`config.mk`:
```
export PLATFORM = sky130hd
export DESIGN_NAME = pll_loop_control_regs
export DESIGN_NICKNAME = d
export VERILOG_FILES = /design/src/pkg/loop_ctrl_pkg.sv /design/src/hdl/loop_ctrl_word.sv /design/src/hdl/pll_loop_control_regs.sv
export VERILOG_INCLUDE_DIRS = /design/src /design/src/pkg
export SDC_FILE = /design/constraint.sdc
export NUM_CORES = 1
export LEC_CHECK = 0
export BUFFER_PORTS_ARGS = -buffer_cell sky130_fd_sc_hd__buf_2
export CAP_MARGIN = 25
export CORE_ASPECT_RATIO = 0.7
export CORE_MARGIN = 3
export CORE_UTILIZATION = 45
export DETAILED_ROUTE_END_ITERATION = 10
export HOLD_SLACK_MARGIN = 0.06
export PLACE_DENSITY = 0.66
export SLEW_MARGIN = 10
export SYNTH_ARGS = -nofsm -noshare
export SYNTH_HDL_FRONTEND = slang
export SYNTH_HIERARCHICAL = 1
export SYNTH_SLANG_ARGS = --single-unit
export TNS_END_PERCENT = 100
```
`constraint.sdc`:
```
create_clock -name clock -period 2.4 [get_ports clock]
set_input_delay 0 -clock clock [delete_from_list [all_inputs] [get_ports clock]]
set_output_delay 0 -clock clock [all_outputs]
set_load 0.02 [all_outputs]
```
`src/pkg/loop_ctrl_regs.svh`:
```
// Register offsets, field positions and reset values of the loop control bank
`ifndef LOOP_CTRL_REGS_SVH
`define LOOP_CTRL_REGS_SVH

// ****************************************************************
// Offsets
// ****************************************************************
`define OFS_FIRST_LOOP_FAST_LOCK   10'h10B
`define OFS_SECOND_LOOP_PUMP       10'h200
`define OFS_SECOND_LOOP_FEEDBACK   10'h201
`define OFS_SECOND_LOOP_CONTROL    10'h202
`define OFS_SECOND_LOOP_OSC        10'h203
`define OFS_SECOND_LOOP_RF_DIV     10'h204

// ****************************************************************
// Field positions
// ****************************************************************
`define BIT_FAST_LOCK_EN           7
`define BIT_LOCK_DET_PD            7
`define BIT_CTRL_RESERVED          6
`define BIT_DOUBLER_EN             5
`define BIT_PATH_EN                4
`define BIT_CAL_DIV_RESET          3
`define BIT_REF_VALID_FORCE        2
`define BIT_OSC_MIDSCALE           1
`define BIT_OSC_CAL_START          0
`define BIT_PFD_REF_EDGE           5

// ****************************************************************
// Reset values and limits
// ****************************************************************
`define RST_FAST_LOCK              8'h00
`define RST_PUMP                   8'h00
`define RST_FEEDBACK               8'h00
`define RST_CONTROL                8'h03
`define RST_OSC                    8'h00
`define RST_RF_DIV                 8'h00
`define FB_N_MIN                   8'h10
`define FB_N_MAX                   8'hFF

`endif

```
`src/pkg/loop_ctrl_pkg.sv`:
```
// Types shared by the loop control register bank
package loop_ctrl_pkg;

    // Second-loop charge pump modes
    typedef enum logic [1:0] {
        PUMP_TRISTATE = 2'h0,
        PUMP_DOWN     = 2'h1,
        PUMP_UP       = 2'h2,
        PUMP_NORMAL   = 2'h3
    } pump_mode_t;

endpackage

```
`src/hdl/loop_ctrl_word.sv`:
```
// One byte-wide control register with reset value
`timescale 1ns/1ps
module loop_ctrl_word #(
    parameter logic [7:0] RESET_VALUE = 8'h00
) (
    // Clock and reset
    input  wire logic       clock,
    input  wire logic       resetn,
    // Write port
    input  wire logic       wr_en,
    input  wire logic [7:0] wr_data,
    input  wire logic [7:0] wr_keep,
    // Stored value
    output logic      [7:0] value_q
);

    typedef struct packed {
        logic [7:0] value;
    } word_state_t;

    word_state_t state_q;
    word_state_t state_d;

    // Bits in wr_keep hold their reset value whatever is written
    always_comb begin
        state_d = state_q;
        if (wr_en) begin
            state_d.value = (wr_data & ~wr_keep) | (RESET_VALUE & wr_keep);
        end
    end

    // Register the word
    always_ff @(posedge clock or negedge resetn) begin
        if (!resetn) begin
            state_q.value <= RESET_VALUE;
        end else begin
            state_q <= state_d;
        end
    end

    assign value_q = state_q.value;

endmodule

```
`src/hdl/pll_loop_control_regs.sv`:
```
// Control register bank of the dual-loop clock synthesizer
// Operation
// - Fast-lock register bit 7 enables first-loop fast lock.
// - Fast-lock bits 6..0 set first-loop pump current, about 0.5 uA steps.
// - Eight-bit field sets second-loop pump current, about 3.5 uA steps.
// - Calibration divider ratio is 4B+A; software keeps it legal, 16..255.
// - Control bit 7 set powers down the second-loop lock detector.
// - Control bit 5 set doubles the second-loop reference.
// - Pump mode: tristate, down, up, normal; resets to normal.
// - Oscillator bit 4 routes reference through doubler and predivider.
// - Oscillator bit 3 holds calibration dividers in reset.
// - Bit 2 clear uses first-loop indicator; set forces reference valid.
// - Oscillator bit 1 forces control voltage to midscale.
// - Bit 0 starts calibration, zero resets it; never self-cleared.
`timescale 1ns/1ps
`include "loop_ctrl_regs.svh"
module pll_loop_control_regs
    import loop_ctrl_pkg::*;
#(
    parameter int ADDR_WIDTH = 10
) (
    // Clock and reset
    input  wire logic                  clock,
    input  wire logic                  resetn,
    // Register port from the serial control interface
    input  wire logic                  reg_wr,
    input  wire logic                  reg_rd,
    input  wire logic [ADDR_WIDTH-1:0] reg_addr,
    input  wire logic [7:0]            reg_wdata,
    output logic      [7:0]            reg_rdata,
    output logic                       reg_rvalid,
    // First-loop indicator from the oscillator monitor (asynchronous)
    input  wire logic                  osc_indicator,
    // First loop controls
    output logic                       fast_lock_en,
    output logic      [6:0]            fast_lock_pump_current,
    // Second loop controls
    output logic      [7:0]            charge_pump_current,
    output pump_mode_t                 charge_pump_mode,
    output logic      [1:0]            cal_div_a,
    output logic      [5:0]            cal_div_b,
    output logic      [7:0]            cal_div_ratio,
    output logic                       cal_div_ratio_legal,
    output logic                       lock_det_powerdown,
    output logic                       ref_doubler_en,
    output logic                       predivider_path_en,
    output logic                       cal_div_reset,
    output logic                       ref_valid,
    output logic                       osc_midscale,
    output logic                       osc_cal_start,
    output logic                       pfd_ref_falling
);

    // Narrower addresses cannot reach the upper bank, so refuse them at elaboration
    if (ADDR_WIDTH < 10) begin : g_addr_check
        $error("ADDR_WIDTH too small for the register map");
    end

    // ****************************************************************
    // Helpers
    // ****************************************************************

    // Feedback ratio N = 4B + A; B is 6 bits so the sum fits in 8
    function automatic logic [7:0] fb_ratio(input logic [7:0] word);
        fb_ratio = {word[5:0], 2'b00} + {6'h00, word[7:6]};
    endfunction

    // Legal ratio window and A limit tied to B
    function automatic logic fb_legal(input logic [7:0] word);
        logic [7:0] n;
        logic [1:0] a;
        logic [5:0] b;
        n = fb_ratio(word);
        a = word[7:6];
        b = word[5:0];
        fb_legal = (n >= `FB_N_MIN) && (n <= `FB_N_MAX) && (b >= 6'h04) &&
                   ((b >= 6'h07) || (b == 6'h04 && a <= 2'h1) ||
                    (b != 6'h04 && a <= 2'h2));
    endfunction

    function automatic logic hit(input logic [ADDR_WIDTH-1:0] a, input logic [9:0] ofs);
        hit = (a == ADDR_WIDTH'(ofs));
    endfunction

    // ****************************************************************
    // Register words
    // ****************************************************************

    logic [7:0] fast_lock_w;
    logic [7:0] pump_w;
    logic [7:0] feedback_w;
    logic [7:0] control_w;
    logic [7:0] osc_w;
    logic [7:0] rf_div_w;

    // Reserved control bit 6 is held at zero against stray writes
    loop_ctrl_word #(.RESET_VALUE(`RST_FAST_LOCK)) u_fast_lock (
        .clock   (clock),
        .resetn  (resetn),
        .wr_en   (reg_wr && hit(reg_addr, `OFS_FIRST_LOOP_FAST_LOCK)),
        .wr_data (reg_wdata),
        .wr_keep (8'h00),
        .value_q (fast_lock_w)
    );
    loop_ctrl_word #(.RESET_VALUE(`RST_PUMP)) u_pump (
        .clock   (clock),
        .resetn  (resetn),
        .wr_en   (reg_wr && hit(reg_addr, `OFS_SECOND_LOOP_PUMP)),
        .wr_data (reg_wdata),
        .wr_keep (8'h00),
        .value_q (pump_w)
    );
    loop_ctrl_word #(.RESET_VALUE(`RST_FEEDBACK)) u_feedback (
        .clock   (clock),
        .resetn  (resetn),
        .wr_en   (reg_wr && hit(reg_addr, `OFS_SECOND_LOOP_FEEDBACK)),
        .wr_data (reg_wdata),
        .wr_keep (8'h00),
        .value_q (feedback_w)
    );
    loop_ctrl_word #(.RESET_VALUE(`RST_CONTROL)) u_control (
        .clock   (clock),
        .resetn  (resetn),
        .wr_en   (reg_wr && hit(reg_addr, `OFS_SECOND_LOOP_CONTROL)),
        .wr_data (reg_wdata),
        .wr_keep (8'h5C),
        .value_q (control_w)
    );
    loop_ctrl_word #(.RESET_VALUE(`RST_OSC)) u_osc (
        .clock   (clock),
        .resetn  (resetn),
        .wr_en   (reg_wr && hit(reg_addr, `OFS_SECOND_LOOP_OSC)),
        .wr_data (reg_wdata),
        .wr_keep (8'hE0),
        .value_q (osc_w)
    );
    loop_ctrl_word #(.RESET_VALUE(`RST_RF_DIV)) u_rf_div (
        .clock   (clock),
        .resetn  (resetn),
        .wr_en   (reg_wr && hit(reg_addr, `OFS_SECOND_LOOP_RF_DIV)),
        .wr_data (reg_wdata),
        .wr_keep (8'hC0),
        .value_q (rf_div_w)
    );

    // ****************************************************************
    // Control outputs and read path
    // ****************************************************************

    typedef struct packed {
        logic       sync1;
        logic       sync2;
        logic [7:0] rdata;
        logic       rvalid;
        logic       fl_en;
        logic [6:0] fl_cur;
        logic [7:0] cp_cur;
        logic [1:0] cp_mode;
        logic [1:0] div_a;
        logic [5:0] div_b;
        logic [7:0] ratio;
        logic       legal;
        logic       ld_pd;
        logic       dbl;
        logic       path;
        logic       div_rst;
        logic       rvld;
        logic       mid;
        logic       cal;
        logic       fall;
    } bank_state_t;

    bank_state_t st_q;
    bank_state_t st_d;

    // Outputs follow the stored words one cycle later, all from flops
    always_comb begin
        st_d = st_q;
        st_d.sync1   = osc_indicator;
        st_d.sync2   = st_q.sync1;
        st_d.fl_en   = fast_lock_w[`BIT_FAST_LOCK_EN];
        st_d.fl_cur  = fast_lock_w[6:0];
        st_d.cp_cur  = pump_w;
        st_d.div_a   = feedback_w[7:6];
        st_d.div_b   = feedback_w[5:0];
        st_d.ratio   = fb_ratio(feedback_w);
        st_d.legal   = fb_legal(feedback_w);
        st_d.ld_pd   = control_w[`BIT_LOCK_DET_PD];
        st_d.dbl     = control_w[`BIT_DOUBLER_EN];
        st_d.cp_mode = control_w[1:0];
        st_d.path    = osc_w[`BIT_PATH_EN];
        st_d.div_rst = osc_w[`BIT_CAL_DIV_RESET];
        // Override wins; otherwise the synchronised indicator decides
        st_d.rvld    = osc_w[`BIT_REF_VALID_FORCE] | st_q.sync2;
        st_d.mid     = osc_w[`BIT_OSC_MIDSCALE];
        st_d.cal     = osc_w[`BIT_OSC_CAL_START];
        st_d.fall    = rf_div_w[`BIT_PFD_REF_EDGE];
        // Unmapped reads answer zero
        st_d.rvalid  = reg_rd;
        st_d.rdata   = 8'h00;
        if (reg_rd) begin
            if (hit(reg_addr, `OFS_FIRST_LOOP_FAST_LOCK)) begin
                st_d.rdata = fast_lock_w;
            end else if (hit(reg_addr, `OFS_SECOND_LOOP_PUMP)) begin
                st_d.rdata = pump_w;
            end else if (hit(reg_addr, `OFS_SECOND_LOOP_FEEDBACK)) begin
                st_d.rdata = feedback_w;
            end else if (hit(reg_addr, `OFS_SECOND_LOOP_CONTROL)) begin
                st_d.rdata = control_w;
            end else if (hit(reg_addr, `OFS_SECOND_LOOP_OSC)) begin
                st_d.rdata = osc_w;
            end else if (hit(reg_addr, `OFS_SECOND_LOOP_RF_DIV)) begin
                st_d.rdata = rf_div_w;
            end
        end
    end

    // Register all outputs; pump mode resets to normal
    always_ff @(posedge clock or negedge resetn) begin
        if (!resetn) begin
            st_q         <= '0;
            st_q.cp_mode <= 2'h3;
        end else begin
            st_q <= st_d;
        end
    end

    assign reg_rdata              = st_q.rdata;
    assign reg_rvalid             = st_q.rvalid;
    assign fast_lock_en           = st_q.fl_en;
    assign fast_lock_pump_current = st_q.fl_cur;
    assign charge_pump_current    = st_q.cp_cur;
    assign charge_pump_mode       = pump_mode_t'(st_q.cp_mode);
    assign cal_div_a              = st_q.div_a;
    assign cal_div_b              = st_q.div_b;
    assign cal_div_ratio          = st_q.ratio;
    assign cal_div_ratio_legal    = st_q.legal;
    assign lock_det_powerdown     = st_q.ld_pd;
    assign ref_doubler_en         = st_q.dbl;
    assign predivider_path_en     = st_q.path;
    assign cal_div_reset          = st_q.div_rst;
    assign ref_valid              = st_q.rvld;
    assign osc_midscale           = st_q.mid;
    assign osc_cal_start          = st_q.cal;
    assign pfd_ref_falling        = st_q.fall;

    // ****************************************************************
    // Assertions
    // ****************************************************************

    AST_FAST_LOCK: assert property (@(posedge clock) disable iff (!resetn)
        reg_wr && hit(reg_addr, `OFS_FIRST_LOOP_FAST_LOCK)
        |-> ##2 fast_lock_en == $past(reg_wdata[7], 2) &&
               fast_lock_pump_current == $past(reg_wdata[6:0], 2))
        else $error("fast lock outputs do not follow write");
    AST_PUMP_CUR: assert property (@(posedge clock) disable iff (!resetn)
        reg_wr && hit(reg_addr, `OFS_SECOND_LOOP_PUMP)
        |-> ##2 charge_pump_current == $past(reg_wdata, 2))
        else $error("pump current does not follow write");
    AST_RATIO: assert property (@(posedge clock) disable iff (!resetn)
        cal_div_ratio == {cal_div_b, 2'b00} + {6'h00, cal_div_a})
        else $error("calibration ratio is not 4B+A");
    AST_LOCK_PD: assert property (@(posedge clock) disable iff (!resetn)
        reg_wr && hit(reg_addr, `OFS_SECOND_LOOP_CONTROL)
        |-> ##2 lock_det_powerdown == $past(reg_wdata[7], 2))
        else $error("lock detector power-down wrong");
    AST_RESERVED: assert property (@(posedge clock) disable iff (!resetn)
        control_w[`BIT_CTRL_RESERVED] == 1'b0)
        else $error("reserved control bit set");
    AST_MODE: assert property (@(posedge clock) disable iff (!resetn)
        reg_wr && hit(reg_addr, `OFS_SECOND_LOOP_CONTROL)
        |-> ##2 charge_pump_mode == pump_mode_t'($past(reg_wdata[1:0], 2)))
        else $error("pump mode does not follow write");
    AST_REF_VALID: assert property (@(posedge clock) disable iff (!resetn)
        osc_w[`BIT_REF_VALID_FORCE] |=> ref_valid)
        else $error("forced reference not valid");
    AST_CAL_HOLD: assert property (@(posedge clock) disable iff (!resetn)
        osc_w[`BIT_OSC_CAL_START] && !(reg_wr && hit(reg_addr, `OFS_SECOND_LOOP_OSC))
        |=> ##1 osc_cal_start)
        else $error("calibration bit cleared itself");
    AST_EDGE: assert property (@(posedge clock) disable iff (!resetn)
        reg_wr && hit(reg_addr, `OFS_SECOND_LOOP_RF_DIV)
        |-> ##2 pfd_ref_falling == $past(reg_wdata[5], 2))
        else $error("reference edge select wrong");

endmodule

```
# Yosys cells after proc, flatten, opt, wreduce, memory -nomap -nowiden

Index checks and enable logic that the tools add are counted.
Widths: inputs -> output; s select.

Register bits: 93
Bits in latches: 0
RAM bits: 0
Bits in read-only memories: 0
Logic and storage cells: 62
Memories kept: 0

Add/subtract/negate cells: 1
Multipliers: 0
Divide/modulo/power cells: 0
$lt $le $gt $ge: 6
Eq/ne operators: 8
Shift operators: 0
Mux-type cells: 7
Bitwise logic cells: 1
Reductions and logical operators: 13

Operator list:

| operator             | number |
|---|---|
| $eq 10x10->1 const B | 5 |
| $mux 8               | 5 |
| $ge 6x3->1 const B   | 2 |
| $mux 6               | 2 |
| $logic_and 1x1->1    | 11 |
| $eq 10x9->1 const B  | 1 |
| $add 8x2->8          | 1 |
| $ge 8x5->1 const B   | 1 |
| $le 8x8->1 const B   | 1 |
| $eq 6x3->1 const B   | 1 |
| $ne 6x3->1 const B   | 1 |
| $le 2x1->1 const B   | 1 |
| $le 2x2->1 const B   | 1 |
| $logic_or 1x1->1     | 2 |
| $or 1x1->1           | 1 |

# Depth between registers and ports, before layout

Gate-level depths: netlist (run 1).

Depth in word-level cells: 8
Mapped depth: 9

# By module

The synthesis (run 1) kept the hierarchy.

By module, submodules not included:

| module                            | instances | cells an instance | area each (µm²) | seq. area each (µm²) |
|---|---|---|---|---|
| pll_loop_control_regs             | 1         | 213               | 2,255.9         | 1,153.6 |
| loop_ctrl_word at u_fast_lock ... | 5         | 33                | 355.3           | 200.2 |
| loop_ctrl_word at u_control       | 1         | 33                | 350.3           | 202.7 |

# Worst setup path after synthesis (run 1)

No wires, ideal clock.

Path kind: input to register
Start: in reg_addr[7]
End: reg u_pump.state_q (netlist bit u_pump/value_q[0])
Arrival time: 1,640 ps
Data required time: 2,273 ps
Setup slack: 634 ps
Stages on the path: 8
Path buffers: 2
Cell sequence: nor4_4 > nand2b_2 > buf_6 > nor3_4 > nand2_1 > nor3_1 > buf_6 > o21ai_0

Word-level cells in the longest chain between the ends: 2

RTL lines:

| item                   | line                         | source |
|---|---|---|
| start: declaration     | pll_loop_control_regs.sv:28  | `input wire logic [ADDR_WIDTH-1:0] reg_addr,` |
| $eq 10x10->1           | pll_loop_control_regs.sv:82  | `hit = (a == ADDR_WIDTH'(ofs));` |
| $logic_and 1x1->1      | pll_loop_control_regs.sv:108 | `` .wr_en (reg_wr && hit(reg_addr, `OFS_SECOND_LOOP_PUMP)), `` |
| end signal: assignment | loop_ctrl_word.sv:37         | `state_q <= state_d;` |
| end: declaration       | loop_ctrl_word.sv:21         | `word_state_t state_q;` |

No other way between the ends.
A chain may end at the register's enable or synchronous reset.

# Worst setup path after layout (run 1)

Start: in reg_addr[7]
End: reg u_feedback.state_q (netlist bit u_feedback/value_q[1])

Word-level cells in the longest chain between the ends: 2

RTL lines:

| item                   | line                         | source |
|---|---|---|
| $eq 10x10->1           | pll_loop_control_regs.sv:82  |  |
| $logic_and 1x1->1      | pll_loop_control_regs.sv:116 | `` .wr_en (reg_wr && hit(reg_addr, `OFS_SECOND_LOOP_FEEDBACK)), `` |
| end signal: assignment | loop_ctrl_word.sv:37         |  |
| end: declaration       | loop_ctrl_word.sv:21         |  |

No other way between the ends.

==> impl_metrics.env, run 1 <==
export IMPL_ys_ff_latch=94
export IMPL_clk_latency_ps=340
export IMPL_grt_pass1_wl_um=16000
export IMPL_area_growth_pct=16.8
export IMPL_num_rows=29
export IMPL_min_to="u_control/value_q[1]"
export IMPL_synth_cells=411
export IMPL_drt_first_pass_iters=4
export IMPL_remaining_drc_errors=0
export IMPL_fmax_ghz=0.670
export IMPL_dp_cells=606
export IMPL_rsz0062_at_grt="no"
export IMPL_critPathLaunchType="input port"
export IMPL_core_area_mm2=0.00925
export IMPL_clockBufferDepth=2
export IMPL_tritoncts="yes"
export IMPL_via_count=3118
export IMPL_timing_rr_end="reg_rdata[1]"
export IMPL_antenna_left=0
export IMPL_ys_seq_area_share_pct=53.8
export IMPL_crit_path_max_incr_delay_ps=380
export IMPL_grt_max_degree=55
export IMPL_cts_repair_resized=0
export IMPL_maxCapViolations=0
export IMPL_status="finished clean"
export IMPL_crit_chain="buf_2 -> nor4_4 -> nand2b_2 -> nor3_4 -> nand2_1 -> nor2_1 -> buf_4 -> nand3b_1 -> o21ai_0"
export IMPL_insertedDiodeCount=0
export IMPL_htree_num_levels=3
export IMPL_finalWirelength_um=9890
export IMPL_hpwlAfterDp_um=7130
export IMPL_finalSetupTns_ps=0
export IMPL_numCtsBuffers=9
export IMPL_min_path_type="in -> reg"
export IMPL_timing_final_crit_period_ps=1490
export IMPL_setup_ws_ps=907
export IMPL_worst_pin_slew_ps=672
export IMPL_grt_ovfl_total=0
export IMPL_cp_end_kind="register"
export IMPL_synth_avg_cell_area_um2=10.7
export IMPL_die_y_um=88.6
export IMPL_grt_pass1_vias=2987
export IMPL_viasPerCell=4.93
export IMPL_post_drt_wl_per_cell_um=15.6
export IMPL_nFillCells=842
export IMPL_synthFlopType="dfrtp_1"
export IMPL_dieWidth_um=124
export IMPL_yosysUniqueCellTypes=41
export IMPL_synth_most_common_cell="dfrtp_1"
export IMPL_peakVddDrop_mv=0.310
export IMPL_synth_edf_count=0
export IMPL_final_cells=632
export IMPL_rrSetupSlack_ps=920
export IMPL_synth_common_cells="dfrtp_1, inv_1, o21ai_0, buf_4, nand3b_1"
export IMPL_cts_sinks=94
export IMPL_synthTopCellsByArea="dfrtp_1, buf_4, nand3b_1"
export IMPL_fin_skew_ps=7.32
export IMPL_drive_gt1_share_pct=26.2
export IMPL_antenna_found_initial=0
export IMPL_setup_viol=0
export IMPL_synth_top_area_cell="dfrtp_1"
export IMPL_drtIter0Drc=274
export IMPL_async_flop_share_pct=100
export IMPL_grt_use_total_pct=19.7
export IMPL_path_max_fanout=16
export IMPL_initial_core_util_pct=47.4
export IMPL_place_ws_ps=616
export IMPL_hp_start="reg_wdata[1]"
export IMPL_relSlewSlack_pct=55.2
export IMPL_root_buffer="clkbuf_16"
export IMPL_powerDensity_mw_per_mm2=635
export IMPL_io_pins=75
export IMPL_gp_congestion=0.917
export IMPL_slowest_stage="nor4_4"
export IMPL_ys_warnings_count=6
export IMPL_worstSetupPathType="in -> reg"
export IMPL_fin_nets=526
export IMPL_netlist_area_leader_share_pct=51.4
export IMPL_synthesis_area_mm2=0.00438
export IMPL_holdPathStages=3
export IMPL_r2r_cells=4
export IMPL_die_area_mm2=0.0110
export IMPL_rr_startpoint="u_control/value_q[1]"
export IMPL_clk_pin_slew_worst_paths_ps=60
export IMPL_slew_violations=0
export IMPL_p_leak_nw=2.39
export IMPL_hold_slack_ps=72.3
export IMPL_timing_final_crit_share_pct=62.2
export IMPL_hold_viol_final=0
export IMPL_io_buffer_count=74
export IMPL_cp_arrival_ps=1750
export IMPL_total_power_mw=3.25
export IMPL_required_ps=2650
==> cell usage in the layout (no fill, tap or decap), types with 7 or more instances in the layout <==
master,Yosys,layout
a21oi_1,7,7
a221oi_1,8,8
buf_2,4,73
buf_4,42,8
clkbuf_16,0,9
conb_1,2,48
dfrtp_1,90,90
dlygate4sd3_1,0,10
inv_1,55,55
nand2_1,12,12
nand3b_1,34,34
nor2_1,20,20
o211ai_1,11,11
o21ai_0,43,43
o221ai_1,12,12
==> worst max path at each step <==
stage | cells past startpoint | startpoint | endpoint
final | 9 | reg_addr[7] | u_feedback/value_q[1]
after global routing | 9 | reg_addr[7] | u_pump/value_q[2]
after CTS | 4 | u_control/value_q[1] | reg_rdata[1]
after detailed placement | 9 | reg_addr[7] | u_feedback/value_q[1]
after global placement | 8 | reg_addr[7] | u_pump/value_q[3]
after floorplan | 8 | reg_addr[7] | u_pump/value_q[0]
==> report_power, final <==
group,switching (mW),leakage (nW),internal (mW)
clock network,0.623,0.138,0.748
registers,0.0240,0.891,1.62
logic,0.153,1.36,0.0791
total,0.800,2.39,2.45
==> routing by layer <==
layer  global-route usage, %  vias up  routed length (µm)
met1                    29.5     1514                4720
met2                    28.4      104                4310
met4                    5.27        0                 109
met3                    5.37       11                 753
li1                        -     1489                   -
met5                       0        -                   0
==> state kept, by name (all words and copies together), names as in the netlist, 2 cells and up <==
register,flops
charge_pump_current,8
reg_rdata,8
u_control/value_q,8
u_fast_lock/value_q,8
u_feedback/value_q,8
u_osc/value_q,8
u_pump/value_q,8
u_rf_div/value_q,8
cal_div_ratio,7
fast_lock_pump_current,7
charge_pump_mode,2
==> through the flow <==
step                      util (%)  instance area, µm²
after global routing          55.3                5120
final                         55.3                5120
after CTS                     55.3                5120
after detailed placement      51.1                4730
after floorplan                  -                4560
after global placement        51.1                4730
==> area by class of cell <==
cell class | count | area (µm²) | share of cell area [%]
clock inverters | 6 | 52.6 | 1.03
flip-flops and latches | 94 | 2360 | 46.1
multi-input cells | 250 | 1560 | 30.5
clock buffers | 10 | 239 | 4.67
repair buffers | 92 | 546 | 10.7
inverters | 56 | 210 | 4.11
well taps | 124 | 155 | 3.03
==> repair_timing <==
item                                   CTS  global route
endpoints found under the hold margin   84             0
hold buffers                            10             0
buffers inserted                         0             0
==> logic make-up (layout without fill, tap and decap cells) <==
family / after synthesis / in the layout / share of synthesized area, %
AO/OA/AOI/OAI: 97 / 97 / 15.3
adder cells (fa/ha/maj): 1 / 1 / 0.228
buffers and inverters: 113 / 164 / 14.6
flip-flops: 94 / 94 / 53.8
other: 2 / 48 / 0.171
AND/OR/NAND/NOR: 104 / 104 / 15.9
==> critical path, delay by kind of cell <==
family,cells,cell delay [ps]
buf+inv,2,350
simple gates,6,1300
compound gates,1,90
Power figures use the tool's default switching activity.
==> run 2, diff against run 1 <==
- ABC_AREA: unset -> 1
- PLACE_DENSITY: 0.66 -> 0.69
- clock period: 2.4 -> 1.25 ns (I/O delays scaled with it)
==> run 2 against run 1 <==
Synthesized cell count is 18% higher. Clock power rose by 110%. Wire length decreased by 1.5%. First-iteration DRC count decreased by 19%. Die area fell by 2.3%. Utilization grew 1.1 points. Sequential power increased by 87%. Critical path type is now reg -> reg. Cell area grew 0.76%. Largest power group unchanged. Sequential cell count stayed put. Critical endpoint is now reg_rdata[1]. Via count increased by 6.7%. Final cell count is 15% higher.
==> impl_metrics.env, run 2 <==
export IMPL_slowest_stage="dfrtp_1"
export IMPL_nFillCells=852
export IMPL_dieWidth_um=122
export IMPL_hold_viol_final=0
export IMPL_fin_nets=618
export IMPL_power_frac_comb_pct=5.6
export IMPL_synth_top_area_cell="dfrtp_1"
export IMPL_cp_end_kind="register"
export IMPL_synth_common_cells="nand2_1, dfrtp_1, nand3_1, inv_1, buf_4"
export IMPL_io_buffer_count=74
export IMPL_path_delay_family="flip-flops"
export IMPL_hpwlAfterDp_um=7260
export IMPL_clk_latency_ps=350
export IMPL_swShare_pct=23.8
export IMPL_drt_first_pass_iters=5
export IMPL_utilization_pct=56.4
export IMPL_synth_edf_count=0
export IMPL_numCtsBuffers=9
export IMPL_grt_pass1_vias=3205
export IMPL_rsz0062_at_grt="no"
export IMPL_grt_max_degree=54
export IMPL_synth_cells=483
export IMPL_required_ps=1500
export IMPL_drive_gt1_share_pct=23.2
export IMPL_gp_congestion=0.904
export IMPL_fmax_ghz=0.905
export IMPL_clockBufferDepth=2
export IMPL_via_count=3326
export IMPL_core_area_mm2=0.00914
export IMPL_critPathLaunchType="register"
export IMPL_cp_arrival_ps=1350
export IMPL_p_int_mw=4.79
export IMPL_grt_ovfl_total=0
export IMPL_netlist_area_leader_share_pct=52.7
export IMPL_timing_final_crit_period_ps=1110
export IMPL_setup_viol=0
export IMPL_finalWirelength_um=9740
export IMPL_place_ws_ps=-55.5
export IMPL_yosysUniqueCellTypes=26
export IMPL_synthesis_area_mm2=0.00427
export IMPL_crit_path_max_incr_delay_ps=420
export IMPL_synth_most_common_cell="nand2_1"
export IMPL_insertedDiodeCount=0
export IMPL_slew_violations=0
export IMPL_powerDensity_mw_per_mm2=1220
export IMPL_timing_final_crit_share_pct=88.4
export IMPL_io_pins=75
export IMPL_layout_common_cells="nand2_1, dfrtp_1, buf_2"
export IMPL_cts_sinks=94
export IMPL_worstSetupPathType="reg -> reg"
export IMPL_area_growth_pct=20.7
export IMPL_antenna_left=0
export IMPL_num_rows=29
export IMPL_maxCapViolations=0
export IMPL_ys_ff_latch=94
export IMPL_ys_warnings_count=6
export IMPL_crit_chain="o211ai_1 -> nand2_1 -> nand2_1 -> nand3_1 -> nand2_1 -> inv_1"
export IMPL_drtIter0Drc=223
export IMPL_initial_core_util_pct=46.7
export IMPL_antenna_found_initial=0
export IMPL_final_cells=724
export IMPL_tritoncts="yes"
export IMPL_clockPowerShare_pct=45.2
export IMPL_viasPerCell=4.59
export IMPL_synthFlopType="dfrtp_1"
export IMPL_final_common_cell="nand2_1"
export IMPL_status="finished clean"
export IMPL_synth_avg_cell_area_um2=8.85
export IMPL_min_path_type="in -> async"
export IMPL_net_switching_power_mw=1.50
export IMPL_die_y_um=87.5
export IMPL_post_drt_wl_per_cell_um=13.5
export IMPL_clk_pin_slew_worst_paths_ps=70
export IMPL_dp_cells=697
export IMPL_setup_ws_ps=145
export IMPL_root_buffer="clkbuf_16"
export IMPL_remaining_drc_errors=0
export IMPL_ys_seq_area_share_pct=55.2
export IMPL_peakVddDrop_mv=1.21
export IMPL_grt_use_total_pct=19.6
export IMPL_async_flop_share_pct=100
export IMPL_power_frac_seq_pct=49.2
export IMPL_htree_num_levels=3
export IMPL_worst_path_most_repeated_cell="nand2_1"
export IMPL_p_leak_nw=2.95
export IMPL_grt_pass1_wl_um=15800
export IMPL_die_area_mm2=0.0107
export IMPL_path_max_fanout=3
export IMPL_synthTopCellsByArea="dfrtp_1, nand2_1, nand3_1"
export IMPL_fin_skew_ps=9.62
export IMPL_cp_num_buf_inv=1
## run 2: changes by cell type in the layout (fill, tap and decap cells not counted), sizes merged, moves of 6 or more
cell / before / now
o221ai: 12 / 0
a21oi: 7 / 0
inv: 59 / 73
o21ai: 49 / 11
o22ai: 6 / 0
nand2: 18 / 136
nand3: 1 / 73
nand3b: 41 / 5
buf: 82 / 95
a221oi: 8 / 0
## run 2: worst paths after layout
| kind | cells past startpoint | endpoint | start | slack, ps |
|---|---|---|---|---|
| max reg2reg | 6 | reg_rdata[1] | u_osc/value_q[1] | 140 |
| min in group clock | 7 | u_fast_lock/value_q[3] | reg_addr[9] | 190 |
| max in group asynchronous | 3 | u_feedback/value_q[3] | resetn | 570 |
| min | 2 | u_control/value_q[6] | resetn | 100 |
| min reg2reg | 0 | st_q[52] | st_d[52] | 360 |
| max | 6 | reg_rdata[1] | u_osc/value_q[1] | 140 |
## run 2: stage by stage
stage | instance area (µm²) | TNS (ps) | hold WS [ps] | total power, mW
finish | 5160 | 0 | 103 | 6.28
global placement | 4740 | -2.93 | -61.9 | 3.46
floorplan | 4450 | 0 | -296 | 3.29
detailed placement | 4740 | -217 | -58.3 | 3.47
global route | 5160 | 0 | 143 | 6.54
CTS | 5160 | 0 | 109 | 6.36
## run 2: per-layer routing
metal / part of all wire (%) / vias to the layer above / GRT usage [%]
met2: 47 / 106 / 32.5
met4: 0.98 / 0 / 5.49
li1: - / 1635 / -
met5: 0 / - / 0
met1: 45 / 1574 / 25.7
met3: 7.4 / 11 / 5.36
## run 2: cells by family (layout without fill, tap and decap cells)
kind of cell    after synthesis  in the layout  share of synthesized area, %
other cells                   2             48                         0.176
compound gates               17             17                          2.43
simple gates                251            251                          26.7
buf+inv                     119            190                          15.5
flops                        94             94                          55.2
## run 2: worst reg2reg max path, stage by stage, from the launching register on
cell	delay [ps]
dfrtp_1	420
o211ai_1	170
nand2_1	90
nand2_1	120
nand3_1	100
nand2_1	70
inv_1	40
## run 2: final cells by class
cell class | count | area (µm²) | share of cell area [%]
sequential | 94 | 2360 | 45.7
clock inverter | 7 | 86.3 | 1.67
timing repair buffer | 106 | 653 | 12.7
multi-input combinational | 316 | 1430 | 27.6
tap | 124 | 155 | 3.01
inverter | 68 | 255 | 4.95
clock buffer | 9 | 225 | 4.37
## run 2: power groups by stage
stage	Sequential [mW]	Combinational [mW]	Clock, mW
global placement	3.15	0.317	0
detailed placement	3.15	0.324	0
floorplan	3.15	0.137	0
CTS	3.09	0.351	2.92
global route	3.09	0.400	3.04
finish	3.09	0.351	2.84
## run 2: repair_timing
item,4_1_cts,5_1_grt
hold endpoints to repair,142,0
resized for setup,0,0
hold buffers,11,0
setup buffers,0,0
==> run 3, diff against run 2 <==
- CORE_UTILIZATION: 45 -> 50
- PLACE_DENSITY: 0.69 -> 0.75
==> run 3 against run 2 <==
Final cell count shrank 3.0%. Highest routed layer unchanged. Wire length grew 3.7%. Sequential share of layout area grew 0.26 points. Largest cell class unchanged.
==> impl_metrics.env, run 3 (synthesis gave the netlist of run 2 again) <==
export IMPL_clk_latency_ps=350
export IMPL_required_ps=1500
export IMPL_setup_viol=0
export IMPL_hpwlAfterDp_um=7320
export IMPL_area_growth_pct=20.0
export IMPL_die_y_um=83.4
export IMPL_powerDensity_mw_per_mm2=1190
export IMPL_antenna_found_initial=0
export IMPL_insertedDiodeCount=0
export IMPL_grt_pass1_vias=3163
export IMPL_fin_skew_ps=5.91
export IMPL_hp_start="reg_addr[8]"
export IMPL_num_rows=27
export IMPL_timing_final_crit_period_ps=1130
export IMPL_cts_sinks=94
export IMPL_tritoncts="yes"
export IMPL_hold_viol_final=0
export IMPL_min_path_type="in -> reg"
export IMPL_total_power_mw=6.12
export IMPL_viasPerCell=4.79
export IMPL_grt_pass1_wl_um=16300
export IMPL_slew_violations=0
export IMPL_drive_gt1_share_pct=23.3
export IMPL_grt_max_degree=95
export IMPL_dpl_cell_area_mm2=0.00473
export IMPL_io_pins=75
export IMPL_root_buffer="clkbuf_16"
export IMPL_io_buffer_count=74
export IMPL_grt_use_total_pct=22.1
export IMPL_finalWirelength_um=10100
export IMPL_cp_end_kind="register"
export IMPL_final_common_cell="nand2_1"
export IMPL_stdcell_area_mm2=0.00513
export IMPL_r2r_cells=6
export IMPL_drt_first_pass_iters=5
export IMPL_min_to="reg_rdata[7]"
export IMPL_rr_startpoint="u_osc/value_q[6]"
export IMPL_rsz0062_at_grt="no"
export IMPL_htree_num_levels=3
export IMPL_post_drt_wl_per_cell_um=14.4
export IMPL_drtIter0Drc=196
export IMPL_regArea_mm2=0.00236
export IMPL_peakVddDrop_mv=0.781
export IMPL_utilization_pct=63.5
export IMPL_timing_final_crit_share_pct=90.3
export IMPL_cp_arrival_ps=1370
export IMPL_layout_common_cells="nand2_1, dfrtp_1, buf_2"
export IMPL_path_max_fanout=2
export IMPL_via_count=3361
export IMPL_die_area_mm2=0.00971
export IMPL_worstSetupPathType="reg -> reg"
export IMPL_dieWidth_um=117
export IMPL_multi_input_area_mm2=0.00143
export IMPL_nFillCells=689
export IMPL_numCtsBuffers=9
export IMPL_rrSetupSlack_ps=120
export IMPL_remaining_drc_errors=0
export IMPL_holdPathStages=5
export IMPL_grt_ovfl_total=0
export IMPL_clockBufferDepth=2
export IMPL_p_leak_nw=2.94
export IMPL_core_area_mm2=0.00807
export IMPL_fmax_ghz=0.886
export IMPL_maxCapViolations=0
export IMPL_antenna_left=0
export IMPL_status="finished clean"
export IMPL_critPathLaunchType="register"
export IMPL_initial_core_util_pct=52.9
export IMPL_gp_congestion=0.946
export IMPL_timing_rr_end="reg_rdata[6]"
export IMPL_fin_nets=619
export IMPL_clk_pin_slew_worst_paths_ps=70
export IMPL_cts_repair_resized=0
==> run 3: area by class of cell <==
| cell class | count | area share (%) |
|---|---|---|
| clock buffer | 10 | 4.66 |
| clock inverter | 6 | 1.02 |
| timing repair buffer | 107 | 13.1 |
| inverter | 68 | 4.98 |
| tap | 101 | 2.46 |
| sequential | 94 | 46.0 |
| multi-input combinational | 316 | 27.8 |
==> run 3: report_power, final <==
group / internal [mW] / total (mW) / switching [mW]
sequential: 3.07 / 3.09 / 0.0166
clock: 1.43 / 2.66 / 1.23
combinational: 0.118 / 0.364 / 0.246
==> run 3: metrics by stage <==
| stage | setup TNS, ps | std cells | setup WS (ps) | hold WS [ps] |
|---|---|---|---|---|
| 3_5_place_dp | -765 | 675 | -69.0 | 86.7 |
| 2_1_floorplan | 0 | 529 | 55.7 | -296 |
| 4_1_cts | 0 | 702 | 146 | 194 |
| 3_3_place_gp | -495 | 675 | -65.2 | 77.5 |
| 6_report | 0 | 702 | 121 | 198 |
| 5_1_grt | 0 | 702 | 15.2 | 206 |
==> run 3: routing by layer <==
layer / GRT usage [%] / up-vias / part of all wire [%]
met5: 0 / - / 0
met4: 5.90 / 0 / 1.4
met3: 6.12 / 14 / 7.0
met2: 32.6 / 126 / 45
met1: 32.2 / 1586 / 47
li1: - / 1635 / -
==> run 3: worst max path at each step <==
stage / from / to / slack [ps] / cells after the start
detailed placement: reg_addr[8] / u_feedback/value_q[1] / -70 / 10
global placement: reg_addr[8] / reg_rdata[6] / -70 / 11
floorplan: reg_addr[1] / u_fast_lock/value_q[5] / 60 / 12
global route: u_osc/value_q[6] / reg_rdata[6] / 20 / 6
finish: u_osc/value_q[6] / reg_rdata[6] / 120 / 6
CTS: u_osc/value_q[3] / reg_rdata[3] / 150 / 6
==> run 3: repair_timing <==
action                     in CTS  in global routing
setup endpoints to repair       0                  0
buffers inserted                0                  0
hold endpoints to repair      142                  0
hold buffers                   11                  0
==> run 3: critical path, stage by stage, from the launching register on <==
cell and delay (ps):
dfrtp_1 400, o211ai_1 250, nand2_1 80, nand2_1 100
nand3_1 90, nand2_1 70, inv_1 40
